==> src/logic/pm_pin_pkg.sv <==
package pm_pin_pkg;

   // -------------------------------------------------------------
   // Register offsets
   // -------------------------------------------------------------
   localparam logic [7:0] PIN_FUNC_OFS = 8'h00;
   localparam logic [7:0] MASK_OFS = 8'h04;
   localparam logic [7:0] CTRL_OFS = 8'h08;
   localparam logic [7:0] STATUS_OFS = 8'h0c;
   localparam logic [7:0] GPIO_OFS = 8'h10;

   // -------------------------------------------------------------
   // Mask register fields and reset
   // -------------------------------------------------------------
   localparam int EXT_PRI_BIT = 0;
   localparam int EXT_SEC_BIT = 1;
   localparam int WAKE0_BIT = 2;
   localparam int WAKE1_BIT = 3;
   localparam int SW_WAKE_BIT = 4;
   localparam int SW_PRI_BIT = 5;
   localparam int SW_MGMT_BIT = 6;
   localparam int DSLP_BIT = 7;
   localparam logic [7:0] MASK_RESET = 8'h10;

   // -------------------------------------------------------------
   // Control register fields
   // -------------------------------------------------------------
   localparam int CTRL_MGMT_BIT = 0;
   localparam int CTRL_STOP_BIT = 1;
   localparam int CTRL_SUSPEND_BIT = 2;
   localparam int CTRL_DEEP_BIT = 3;
   localparam int CTRL_INDICATOR_OUT_0_BIT = 4;
   localparam int CTRL_INDICATOR_OUT_1_BIT = 5;
   localparam int CTRL_CLKSTOP_BIT = 6;
   localparam logic [7:0] CTRL_RESET = 8'h00;

   // -------------------------------------------------------------
   // Status register fields
   // -------------------------------------------------------------
   localparam int ST_PRI_BIT = 0;
   localparam int ST_SEC_BIT = 1;
   localparam int ST_WAKE_BIT = 2;
   localparam int ST_MGMT_BIT = 3;
   localparam int ST_SUSPENDED_BIT = 4;
   localparam int ST_DMAREQ_BIT = 5;
   localparam int ST_CLKOK_BIT = 6;
   localparam int ST_SMM_BIT = 7;

   // -------------------------------------------------------------
   // Pin function codes and management memory window
   // -------------------------------------------------------------
   localparam logic [1:0] FUNC_GPIO = 2'h0;
   localparam logic [1:0] FUNC_ALT1 = 2'h1;
   localparam logic [1:0] FUNC_ALT2 = 2'h2;
   localparam logic [7:0] PIN_FUNC_RESET = 8'h00;
   localparam logic [31:0] MGMT_MEM_LO = 32'h000a0000;
   localparam logic [31:0] MGMT_MEM_HI = 32'h000bffff;

endpackage

==> src/logic/mem_window.sv <==
`timescale 1ns/1ps
`default_nettype none
module mem_window
   import pm_pin_pkg::*;
(
   // Clock and reset.
   input wire logic clk,
   input wire logic rst_n,
   // Address to classify and mode indication.
   input wire logic [31:0] addr,
   input wire logic smmActive,
   output logic hit_q
);

   // Registered hit for the protected window while in management mode.
   always_ff @(posedge clk or negedge rst_n) begin
      if (!rst_n) begin
         hit_q <= 1'b0;
      end else begin
         hit_q <= smmActive && addr >= MGMT_MEM_LO && addr <= MGMT_MEM_HI;
      end
   end

endmodule
`default_nettype wire

==> src/logic/power_management_pin_control.sv <==
// The implementer's own choices: the register offsets and register access over APB.
`timescale 1ns/1ps
`default_nettype none
module power_management_pin_control
   import pm_pin_pkg::*;
#(
   parameter logic [7:0] PIN_FUNC_INIT = PIN_FUNC_RESET
) (
   // Slow timebase clock and power-on reset.
   input wire logic mclk,
   input wire logic rst_n,
   // APB slave.
   input wire logic psel,
   input wire logic penable,
   input wire logic pwrite,
   input wire logic [7:0] paddr,
   input wire logic [31:0] pwdata,
   output logic [31:0] prdata,
   output logic pready,
   output logic pslverr,
   // Processor side.
   output logic mgmtInterruptN,
   input wire logic mgmtModeActiveN,
   output logic stopClockRequestN,
   input wire logic [31:0] cpuAddr,
   output logic mgmtMemorySelect,
   // Activity and wake inputs.
   input wire logic externalActivityIn,
   input wire logic [1:0] resumeRequest,
   input wire logic powerSwitchInput,
   // Multiplexed pins 0 to 3.
   input wire logic [3:0] gpioIn,
   output logic [3:0] gpioOut,
   output logic [3:0] gpioOe,
   // Clock-run open-drain line.
   input wire logic clkRunIn,
   output logic clkRunOut,
   output logic clkRunOe,
   // Decoded activity events.
   output logic primaryActivity,
   output logic secondaryActivity,
   output logic distributedDmaBusRequest
);

   // ---------------------------------------------------------------
   // State
   // ---------------------------------------------------------------
   typedef struct packed {
      logic [7:0] pinFunc;
      logic [7:0] mask;
      logic [7:0] ctrl;
      logic [3:0] gpioOut;
      logic [3:0] gpioOe;
      logic [3:0] status;
      logic suspended;
      logic [31:0] rdata;
      logic ready;
      logic slverr;
      logic mgmtIntN;
      logic stopN;
      logic clkRunDrv;
      logic pri;
      logic sec;
      logic dmaReq;
      logic wakeLast;
   } state_s;

   state_s st_q, st_d;
   logic [3:0] gpioSync;
   logic [1:0] resumeSync;
   logic extSync, swSync, smmSync, clkRunSync, memHit;
   logic access, anyWake;
   logic extPri, extSec, swPri, swMgmt, dslpWake;

   // ---------------------------------------------------------------
   // Input synchronisers
   // ---------------------------------------------------------------
   genvar gi;
   generate
      for (gi = 0; gi < 4; gi++) begin : gSyncGpio
         sync_bit #(.RESET_VAL(1'b0)) uSync (
            .clk(mclk),
            .rst_n(rst_n),
            .din(gpioIn[gi]),
            .dout(gpioSync[gi])
         );
      end
      for (gi = 0; gi < 2; gi++) begin : gSyncRes
         sync_bit #(.RESET_VAL(1'b0)) uSync (
            .clk(mclk),
            .rst_n(rst_n),
            .din(resumeRequest[gi]),
            .dout(resumeSync[gi])
         );
      end
   endgenerate

   sync_bit #(.RESET_VAL(1'b0)) uSyncExt (
      .clk(mclk),
      .rst_n(rst_n),
      .din(externalActivityIn),
      .dout(extSync)
   );

   sync_bit #(.RESET_VAL(1'b0)) uSyncSw (
      .clk(mclk),
      .rst_n(rst_n),
      .din(powerSwitchInput),
      .dout(swSync)
   );

   sync_bit #(.RESET_VAL(1'b1)) uSyncSmm (
      .clk(mclk),
      .rst_n(rst_n),
      .din(mgmtModeActiveN),
      .dout(smmSync)
   );

   sync_bit #(.RESET_VAL(1'b1)) uSyncClk (
      .clk(mclk),
      .rst_n(rst_n),
      .din(clkRunIn),
      .dout(clkRunSync)
   );

   // Management memory window decode while the processor is in SYSTEM_MANAGEMENT_MODE.
   mem_window uWindow (
      .clk(mclk),
      .rst_n(rst_n),
      .addr(cpuAddr),
      .smmActive(!smmSync),
      .hit_q(memHit)
   );

   // ---------------------------------------------------------------
   // Event sources, each gated by its own mask bit
   // ---------------------------------------------------------------
   always_comb begin
      extPri = extSync && st_q.mask[EXT_PRI_BIT];
      extSec = extSync && st_q.mask[EXT_SEC_BIT];
      swPri = swSync && st_q.mask[SW_PRI_BIT];
      swMgmt = swSync && st_q.mask[SW_MGMT_BIT];
      // Deep-sleep wake only through pin 2 in its wake function.
      dslpWake = st_q.ctrl[CTRL_DEEP_BIT] && st_q.mask[DSLP_BIT]
         && st_q.pinFunc[5:4] == FUNC_ALT2 && gpioSync[2];
      // External activity is deliberately absent from the wake set.
      anyWake = (resumeSync[0] && st_q.mask[WAKE0_BIT])
         || (resumeSync[1] && st_q.mask[WAKE1_BIT])
         || (swSync && st_q.mask[SW_WAKE_BIT])
         || dslpWake;
      // Resume inhibit on pin 3 blocks every wake.
      if (st_q.pinFunc[7:6] == FUNC_ALT1 && gpioSync[3]) begin
         anyWake = 1'b0;
      end
   end

   assign access = psel && penable;

   // ---------------------------------------------------------------
   // Next-state logic
   // ---------------------------------------------------------------
   always_comb begin
      st_d = st_q;
      st_d.ready = 1'b0;
      st_d.slverr = 1'b0;
      st_d.wakeLast = anyWake;
      // Register writes and reads, one wait state per access.
      if (access && !st_q.ready) begin
         st_d.ready = 1'b1;
         st_d.rdata = 32'h00000000;
         if (pwrite) begin
            unique case (paddr)
               PIN_FUNC_OFS: st_d.pinFunc = pwdata[7:0];
               MASK_OFS: st_d.mask = pwdata[7:0];
               CTRL_OFS: st_d.ctrl = pwdata[7:0];
               STATUS_OFS: st_d.status = st_q.status & ~pwdata[3:0];
               GPIO_OFS: begin
                  st_d.gpioOut = pwdata[3:0];
                  st_d.gpioOe = pwdata[7:4];
               end
               default: st_d.slverr = 1'b1;
            endcase
         end else begin
            unique case (paddr)
               PIN_FUNC_OFS: st_d.rdata = {24'h000000, st_q.pinFunc};
               MASK_OFS: st_d.rdata = {24'h000000, st_q.mask};
               CTRL_OFS: st_d.rdata = {24'h000000, st_q.ctrl};
               STATUS_OFS: st_d.rdata = {24'h000000, !smmSync, clkRunSync,
                  st_q.dmaReq, st_q.suspended, st_q.status};
               GPIO_OFS: st_d.rdata = {20'h00000, gpioSync,
                  st_q.gpioOe, st_q.gpioOut};
               default: st_d.slverr = 1'b1;
            endcase
         end
      end
      // Sticky event flags; a set wins over a clear in the same cycle.
      if (extPri || swPri || dslpWake) st_d.status[ST_PRI_BIT] = 1'b1;
      if (extSec) st_d.status[ST_SEC_BIT] = 1'b1;
      if (anyWake && st_q.suspended) st_d.status[ST_WAKE_BIT] = 1'b1;
      if (swMgmt) st_d.status[ST_MGMT_BIT] = 1'b1;
      // Suspend entry by software, exit by an unblocked wake edge.
      if (st_q.ctrl[CTRL_SUSPEND_BIT]) st_d.suspended = 1'b1;
      if (st_q.suspended && anyWake && !st_q.wakeLast) begin
         st_d.suspended = 1'b0;
         st_d.ctrl[CTRL_SUSPEND_BIT] = 1'b0;
         st_d.ctrl[CTRL_DEEP_BIT] = 1'b0;
      end
      // Management interrupt while requested or flagged by switch.
      st_d.mgmtIntN = !(st_q.ctrl[CTRL_MGMT_BIT]
         || st_d.status[ST_MGMT_BIT]);
      // Shared stop-clock or suspend request.
      st_d.stopN = !(st_q.ctrl[CTRL_STOP_BIT] || st_d.suspended);
      // Clock-run: drive low while clock is wanted, release to ask stop.
      st_d.clkRunDrv = !st_q.ctrl[CTRL_CLKSTOP_BIT];
      st_d.pri = extPri || swPri || dslpWake;
      st_d.sec = extSec;
      st_d.dmaReq = st_q.pinFunc[5:4] == FUNC_ALT1 && gpioSync[2];
   end

   // ---------------------------------------------------------------
   // State register on the slow timebase, loaded with its reset values by power-on reset
   // ---------------------------------------------------------------
   always_ff @(posedge mclk or negedge rst_n) begin
      if (!rst_n) begin
         st_q <= '0;
         st_q.pinFunc <= PIN_FUNC_INIT;
         st_q.mask <= MASK_RESET;
         st_q.ctrl <= CTRL_RESET;
         st_q.mgmtIntN <= 1'b1;
         st_q.stopN <= 1'b1;
         st_q.clkRunDrv <= 1'b1;
      end else begin
         st_q <= st_d;
      end
   end

   // Pin 0 and 1 outputs: GPIO or indicator LED.
   logic [3:0] pinOut_q, pinOe_q;
   always_ff @(posedge mclk or negedge rst_n) begin
      if (!rst_n) begin
         pinOut_q <= 4'h0;
         pinOe_q <= 4'h0;
      end else begin
         pinOut_q[0] <= st_q.pinFunc[1:0] == FUNC_GPIO ? st_q.gpioOut[0]
            : st_q.ctrl[CTRL_INDICATOR_OUT_0_BIT];
         pinOe_q[0] <= st_q.pinFunc[1:0] == FUNC_GPIO ? st_q.gpioOe[0]
            : 1'b1;
         pinOut_q[1] <= st_q.pinFunc[3:2] == FUNC_GPIO ? st_q.gpioOut[1]
            : st_q.ctrl[CTRL_INDICATOR_OUT_1_BIT];
         pinOe_q[1] <= st_q.pinFunc[3:2] == FUNC_GPIO ? st_q.gpioOe[1]
            : 1'b1;
         // Pins 2 and 3 are inputs in their alternate functions.
         pinOut_q[2] <= st_q.gpioOut[2];
         pinOe_q[2] <= st_q.pinFunc[5:4] == FUNC_GPIO && st_q.gpioOe[2];
         pinOut_q[3] <= st_q.gpioOut[3];
         pinOe_q[3] <= st_q.pinFunc[7:6] == FUNC_GPIO && st_q.gpioOe[3];
      end
   end

   // ---------------------------------------------------------------
   // Outputs
   // ---------------------------------------------------------------
   assign prdata = st_q.rdata;
   assign pready = st_q.ready;
   assign pslverr = st_q.slverr;
   assign mgmtInterruptN = st_q.mgmtIntN;
   assign stopClockRequestN = st_q.stopN;
   assign mgmtMemorySelect = memHit;
   assign gpioOut = pinOut_q;
   assign gpioOe = pinOe_q;
   assign clkRunOut = 1'b0;
   assign clkRunOe = st_q.clkRunDrv;
   assign primaryActivity = st_q.pri;
   assign secondaryActivity = st_q.sec;
   assign distributedDmaBusRequest = st_q.dmaReq;

   // ---------------------------------------------------------------
   // Assertions
   // ---------------------------------------------------------------
   a_inhibit_blocks_wake: assert property (@(posedge mclk) disable iff (!rst_n)
      (st_q.suspended && st_q.pinFunc[7:6] == FUNC_ALT1 && gpioSync[3]
       && !st_q.ctrl[CTRL_SUSPEND_BIT]) |=> st_q.suspended)
      else $error("Wake taken while resume inhibit active.");
   a_mgmt_int_follows: assert property (@(posedge mclk) disable iff (!rst_n)
      st_q.ctrl[CTRL_MGMT_BIT] |=> !mgmtInterruptN)
      else $error("Management interrupt not asserted.");
   a_masked_ext_quiet: assert property (@(posedge mclk) disable iff (!rst_n)
      (!st_q.mask[EXT_SEC_BIT]) |=> !secondaryActivity)
      else $error("Masked source produced an event.");
   a_dma_request_level: assert property (@(posedge mclk) disable iff (!rst_n)
      (st_q.pinFunc[5:4] == FUNC_ALT1 && gpioSync[2])
      |=> distributedDmaBusRequest)
      else $error("DMA request not reported.");
   a_indicator_drive: assert property (@(posedge mclk) disable iff (!rst_n)
      (st_q.pinFunc[1:0] != FUNC_GPIO) |=> gpioOe[0])
      else $error("Indicator pin 0 not driven.");
   a_window_outside: assert property (@(posedge mclk) disable iff (!rst_n)
      smmSync |=> !mgmtMemorySelect)
      else $error("Window selected outside management mode.");

endmodule
`default_nettype wire

==> src/logic/sync_bit.sv <==
`timescale 1ns/1ps
`default_nettype none
module sync_bit
   import pm_pin_pkg::*;
#(
   parameter logic RESET_VAL = 1'b0
) (
   // Clock and reset.
   input wire logic clk,
   input wire logic rst_n,
   // Asynchronous level in, synchronous level out.
   input wire logic din,
   output logic dout
);

   logic meta_q;

   // Two flops; the first is read only by the second.
   always_ff @(posedge clk or negedge rst_n) begin
      if (!rst_n) begin
         meta_q <= RESET_VAL;
         dout <= RESET_VAL;
      end else begin
         meta_q <= din;
         dout <= meta_q;
      end
   end

endmodule
`default_nettype wire

==> config.mk <==
export PLATFORM = sky130hd
export DESIGN_NAME = power_management_pin_control
export DESIGN_NICKNAME = d
export VERILOG_FILES = /design/src/logic/pm_pin_pkg.sv /design/src/logic/mem_window.sv /design/src/logic/power_management_pin_control.sv /design/src/logic/sync_bit.sv
export SDC_FILE = /design/constraint.sdc
export NUM_CORES = 1
export LEC_CHECK = 0
export BUFFER_PORTS_ARGS = -buffer_cell sky130_fd_sc_hd__buf_2
export CELL_PAD_IN_SITES_DETAIL_PLACEMENT = 0
export CELL_PAD_IN_SITES_GLOBAL_PLACEMENT = 1
export CORE_ASPECT_RATIO = 0.8
export CORE_MARGIN = 8
export CORE_UTILIZATION = 41
export DETAILED_ROUTE_END_ITERATION = 12
export PLACE_DENSITY_LB_ADDON = 0.15
export SLEW_MARGIN = 20
export SYNTH_ARGS = -nofsm -noshare
export SYNTH_HDL_FRONTEND = slang
export SYNTH_SLANG_ARGS = --single-unit
export TNS_END_PERCENT = 10
==> constraint.sdc <==
create_clock -name mclk -period 3.8 [get_ports mclk]
set_input_delay 1.14 -clock mclk [delete_from_list [all_inputs] [get_ports mclk]]
set_output_delay 1.14 -clock mclk [all_outputs]
set_load 0.005 [all_outputs]
Word-level counts from Yosys, hierarchy flattened:

Cells that the tools add are included.

* register bits: 87
* output and inout port bits: 50
* word-level logic and storage cells: 135

* magnitude comparators: 2
* equal/unequal tests: 7
* mux-type cells: 21
* bitwise logic cells: 2
* reductions and logical operators: 59

Operator list (count)
* one-hot mux 12 bit (5 select lines): 1
* >= comparator 32 x 20 -> 1 bit, second input constant: 1
* <= comparator 32 x 20 -> 1 bit, second input constant: 1
* 2-to-1 mux 16 bit: 2
* AND reduction 3 bit: 8
* nonzero test 2 bit: 12
* logical AND 1 bit: 20
* equality test 8 x 4 -> 1 bit, second input constant: 2
* 2-to-1 mux 1 bit: 12
* 2-to-1 mux 12 bit: 1
* equality test 8 x 3 -> 1 bit, second input constant: 1
* equality test 8 x 5 -> 1 bit, second input constant: 1
* logical NOT 2 bit: 4
* logical NOT 8 bit: 1
* 2-to-1 mux 4 bit: 2
* 2-to-1 mux 8 bit: 1
* logical OR 1 bit: 7
* logical NOT 1 bit: 6
* OR reduction 5 bit: 1
* bitwise AND 4 bit: 1
* equality test 2 x 1 -> 1 bit, second input constant: 2
* 2-to-1 mux 2 bit: 2
* NOT 4 bit: 1
* equality test 2 bit, second input constant: 1

Longest topological paths before layout:

* depth in word-level cells: 10
* mapped depth: 6
* mapped depth without buffers: 4

Modules after synthesis:

A second synthesis with hierarchy kept.

* cells, all modules: 284
* area, all modules: 3698.5 µm²

Modules (own cells, without submodules)
* power_management_pin_control: instances 1, cells each 258, area an instance 3121.7 µm², seq. area each 1656.6 µm²
* sync_bit at gSyncGpio[0].uSync ...: instances 8, cells each 2, area an instance 50.0 µm², seq. area each 50.0 µm²
* sync_bit at uSyncClk ...: instances 2, cells each 2, area an instance 52.6 µm², seq. area each 52.6 µm²
* mem_window: instances 1, cells each 6, area an instance 71.3 µm², seq. area each 25.0 µm²

Least setup slack after synthesis:

No wires, ideal clock.

* kind: input to register
* from: input port paddr[0]
* to: register st_q[54] (netlist name)
* arrival: 2.729 ns
* required time: 3.675 ns
* path slack: 0.946 ns
* stages on the path: 4
* path buffers: 1
* cell sequence: or4_1 > clkbuf_2 > nor4_4 > mux2_2

* word-level cells in the longest chain between the ends: 2

Ends and longest elaborated chain
* start: declaration: RTL line power_management_pin_control.sv:16 `input wire logic [7:0] paddr,`
* equality test 8 x 4 -> 1 bit: RTL line power_management_pin_control.sv:172 `unique case (paddr)`
* AND reduction 3 bit (no line)
* end signal: assignment: RTL line power_management_pin_control.sv:233 `st_q <= st_d;`
* end: declaration: RTL line power_management_pin_control.sv:68 `state_s st_q, st_d;`

Every way passes these cells.
A chain may end at the register's enable or synchronous reset.

Worst setup path after layout:

* from: input port paddr[0]
* to: register st_q[49] (netlist name)

* word-level cells in the longest chain between the ends: 2

Ends and longest elaborated chain (RTL line)
* equality test 8 x 5 -> 1 bit: power_management_pin_control.sv:172
* AND reduction 3 bit (no line)

Every way passes these cells.

==> metrics <==
number of global-route vias before repair roughly 2400; Pins Over Slew Limit 0; mean cell area of the mapped netlist 13.27 um^2; fmax around 350 MHz; Max Cap Viol 0; initial antenna violation count 0; Iter 0 DRT Violations between 100 and 150; pwr/cell area between 400 and 500 nW/um^2; count leader, synth dfrtp_1; final hold vios 0; TritonCTS clock tree built; worst-margin pin slew between 700 and 800 ps; global-route usage over all layers approximately 14%; Post-CTS Setup Inserts 0; register area share after synthesis about three fifths; commonest cells in the netlist dfrtp_1, buf_4, mux2_2; top_reg_cell synth dfrtp_1; total number of vias between 2000 and 2500; detailed-route DRC error count 0; worst relative slew slack between 40% and 50%; final setup fails 0; outcome complete, no violations; drt wl/cell about 18 um; metal3 WL between 600 and 700 um; Std-Cell Rows 30; Synth area leaders dfrtp_1, mux2_2, buf_4, dfstp_2, mux4_2; Initial Util between 40 and 50%; total chip power 0.001718 W; RSZ-0062 raised after global routing false; largest net degree at the start of global routing 88; Tmin final 2871 ps; Unique masters post-synth 42; Max rail drop VDD roughly 260 uV; Top Ports approximately 140; Die X about 120 um; CP Launch Type primary input; Final #Nets 428; Ys Warns 0; total inserted antenna cells 0; Detailed Routing Iterations Pass 1 4; Max FO, Critical Path 8; global-route wire length before repair between 10 and 15 mm; Synth top area share a little over half; Synth area leader dfrtp_1; Post-synth EDFFs 0; CTS Hold Buffers Added 0; Syn Std Cell Area between 3000 and 4000 um^2; RD Place Congestion between 0.7 and 0.8; Min Hold Slack 350.3 ps; met2 WL around 3.8 mm; grt ovf 0; Leak approximately 2.1 nW; Crit. End Element register; layout cell share with drive strength beyond 1 between 40% and 50%; FF+latch count, synth 87; die height 100.4 um; CTS root buf clkbuf_8; gate count of the mapped netlist about 280; WL met1 3.885 mm; CP Class in -> reg; clock slew seen by the registers of the worst setup and hold paths roughly 90 ps; via/cell ratio between 5 and 6; Core Area 8558 um^2; area grow syn2layout 14.09%; clk buf depth 2; Tightest Hold Check Type reg -> reg; dpl hpwl 6.159 mm; period utilization roughly 76%; DRT Wirelength about 8.3 mm; number of CTS-inserted buffers 9; I/O Buffers 74; Critical Path AT 3130 ps; Required @ worst endpoint 4060 ps; max layer used met4; CTS-repair resized insts 0; Async SR Flop Fraction 100.0%; H-tree depth 3; Clock Skews between 10 and 15 ps; die area approximately 12000 um^2; TNS Setup 0 ps; Reg2Reg Setup Slack 1650 ps; antenna-violating nets left 0; CTS sink count slightly below 90; worst skew pair latency approximately 370 ps
worst paths after layout:
kind	end	startpoint	cells after the start
max reg2reg	st_q[63]$_DFFE_PN0P_	pready$_DFF_PN0_	4
min	uSyncExt.dout$_DFF_PN0_	uSyncExt.meta_q$_DFF_PN0_	0
min in group asynchronous	st_q[71]$_DFFE_PN0P_	rst_n	1
max	st_q[49]$_DFFE_PN0P_	paddr[0]	5
min reg2reg	uSyncExt.dout$_DFF_PN0_	uSyncExt.meta_q$_DFF_PN0_	0
max in group asynchronous	pready$_DFF_PN0_	rst_n	1
report_power, final:
| group | internal [W] | switching, W | leakage, nW | total, W |
|---|---|---|---|---|
| clock network | 0.000304 | 0.000319 | 0.0895 | 0.000623 |
| logic | 0.0000463 | 0.0000718 | 0.887 | 0.000118 |
| registers | 0.000959 | 0.0000172 | 1.13 | 0.000977 |
| total | 0.00131 | 0.000408 | 2.11 | 0.00172 |
layout by cell type (no fill, tap or decap), drive strengths merged, types with 7 or more instances in the layout:
cell type / instances
conb: 21
clkbuf: 11
mux2: 32
nor2: 14
o21ai: 12
dfrtp: 79
dfstp: 8
buf: 76
nand2: 11
mux2i: 7
critical path, cell delays in order:
cell	delay (ps)
buf_2	90
or4_1	710
nor2_1	250
and4_1	540
mux2_2	390
routing by layer:
layer	global-route usage, %	up-vias
li1	-	1073
met1	18.69	1154
met2	21.38	64
met3	5.163	9
met4	5.109	0
met5	0	-
final cells by class:
class | instances | area (um^2)
Inverter | 4 | 15.01
Sequential cell | 87 | 2187
Timing Repair Buffer | 76 | 391.6
Multi-Input combinational cell | 163 | 1240
Clock inverter | 5 | 58.81
Tap cell | 112 | 140.1
Clock buffer | 11 | 131.4
Fill cell | 802 | 4394
sequential cells by signal (all words and copies together) (netlist names), 2 cells and up:
name / flops
gSyncGpio.uSync.meta_q: 4
gSyncGpio.uSync.dout: 4
gSyncRes.uSync.dout: 2
prdata: 12
gpioOut: 4
gpioOe: 4
gSyncRes.uSync.meta_q: 2
st_q: 38
cells by family after synthesis:
family	count (synthesis)	synth area share, %
flip-flops	87	59.92
multiplexers	43	14.26
other	1	0.1027
buffers and inverters	45	8.159
AO/OA/AOI/OAI	37	7.096
AND/OR/NAND/NOR	62	10.46
stage by stage:
stage	setup slack (ps)	area, um^2	instances	util, %
floorplan	945.9	3725	295	-
finish	929.0	4164	458	48.66
global placement	564.2	3970	442	46.39
detailed placement	559.1	3970	442	46.39
global route	853.7	4164	458	48.66
CTS	960.3	4160	458	48.61
(Power assumes the default switching activity.)
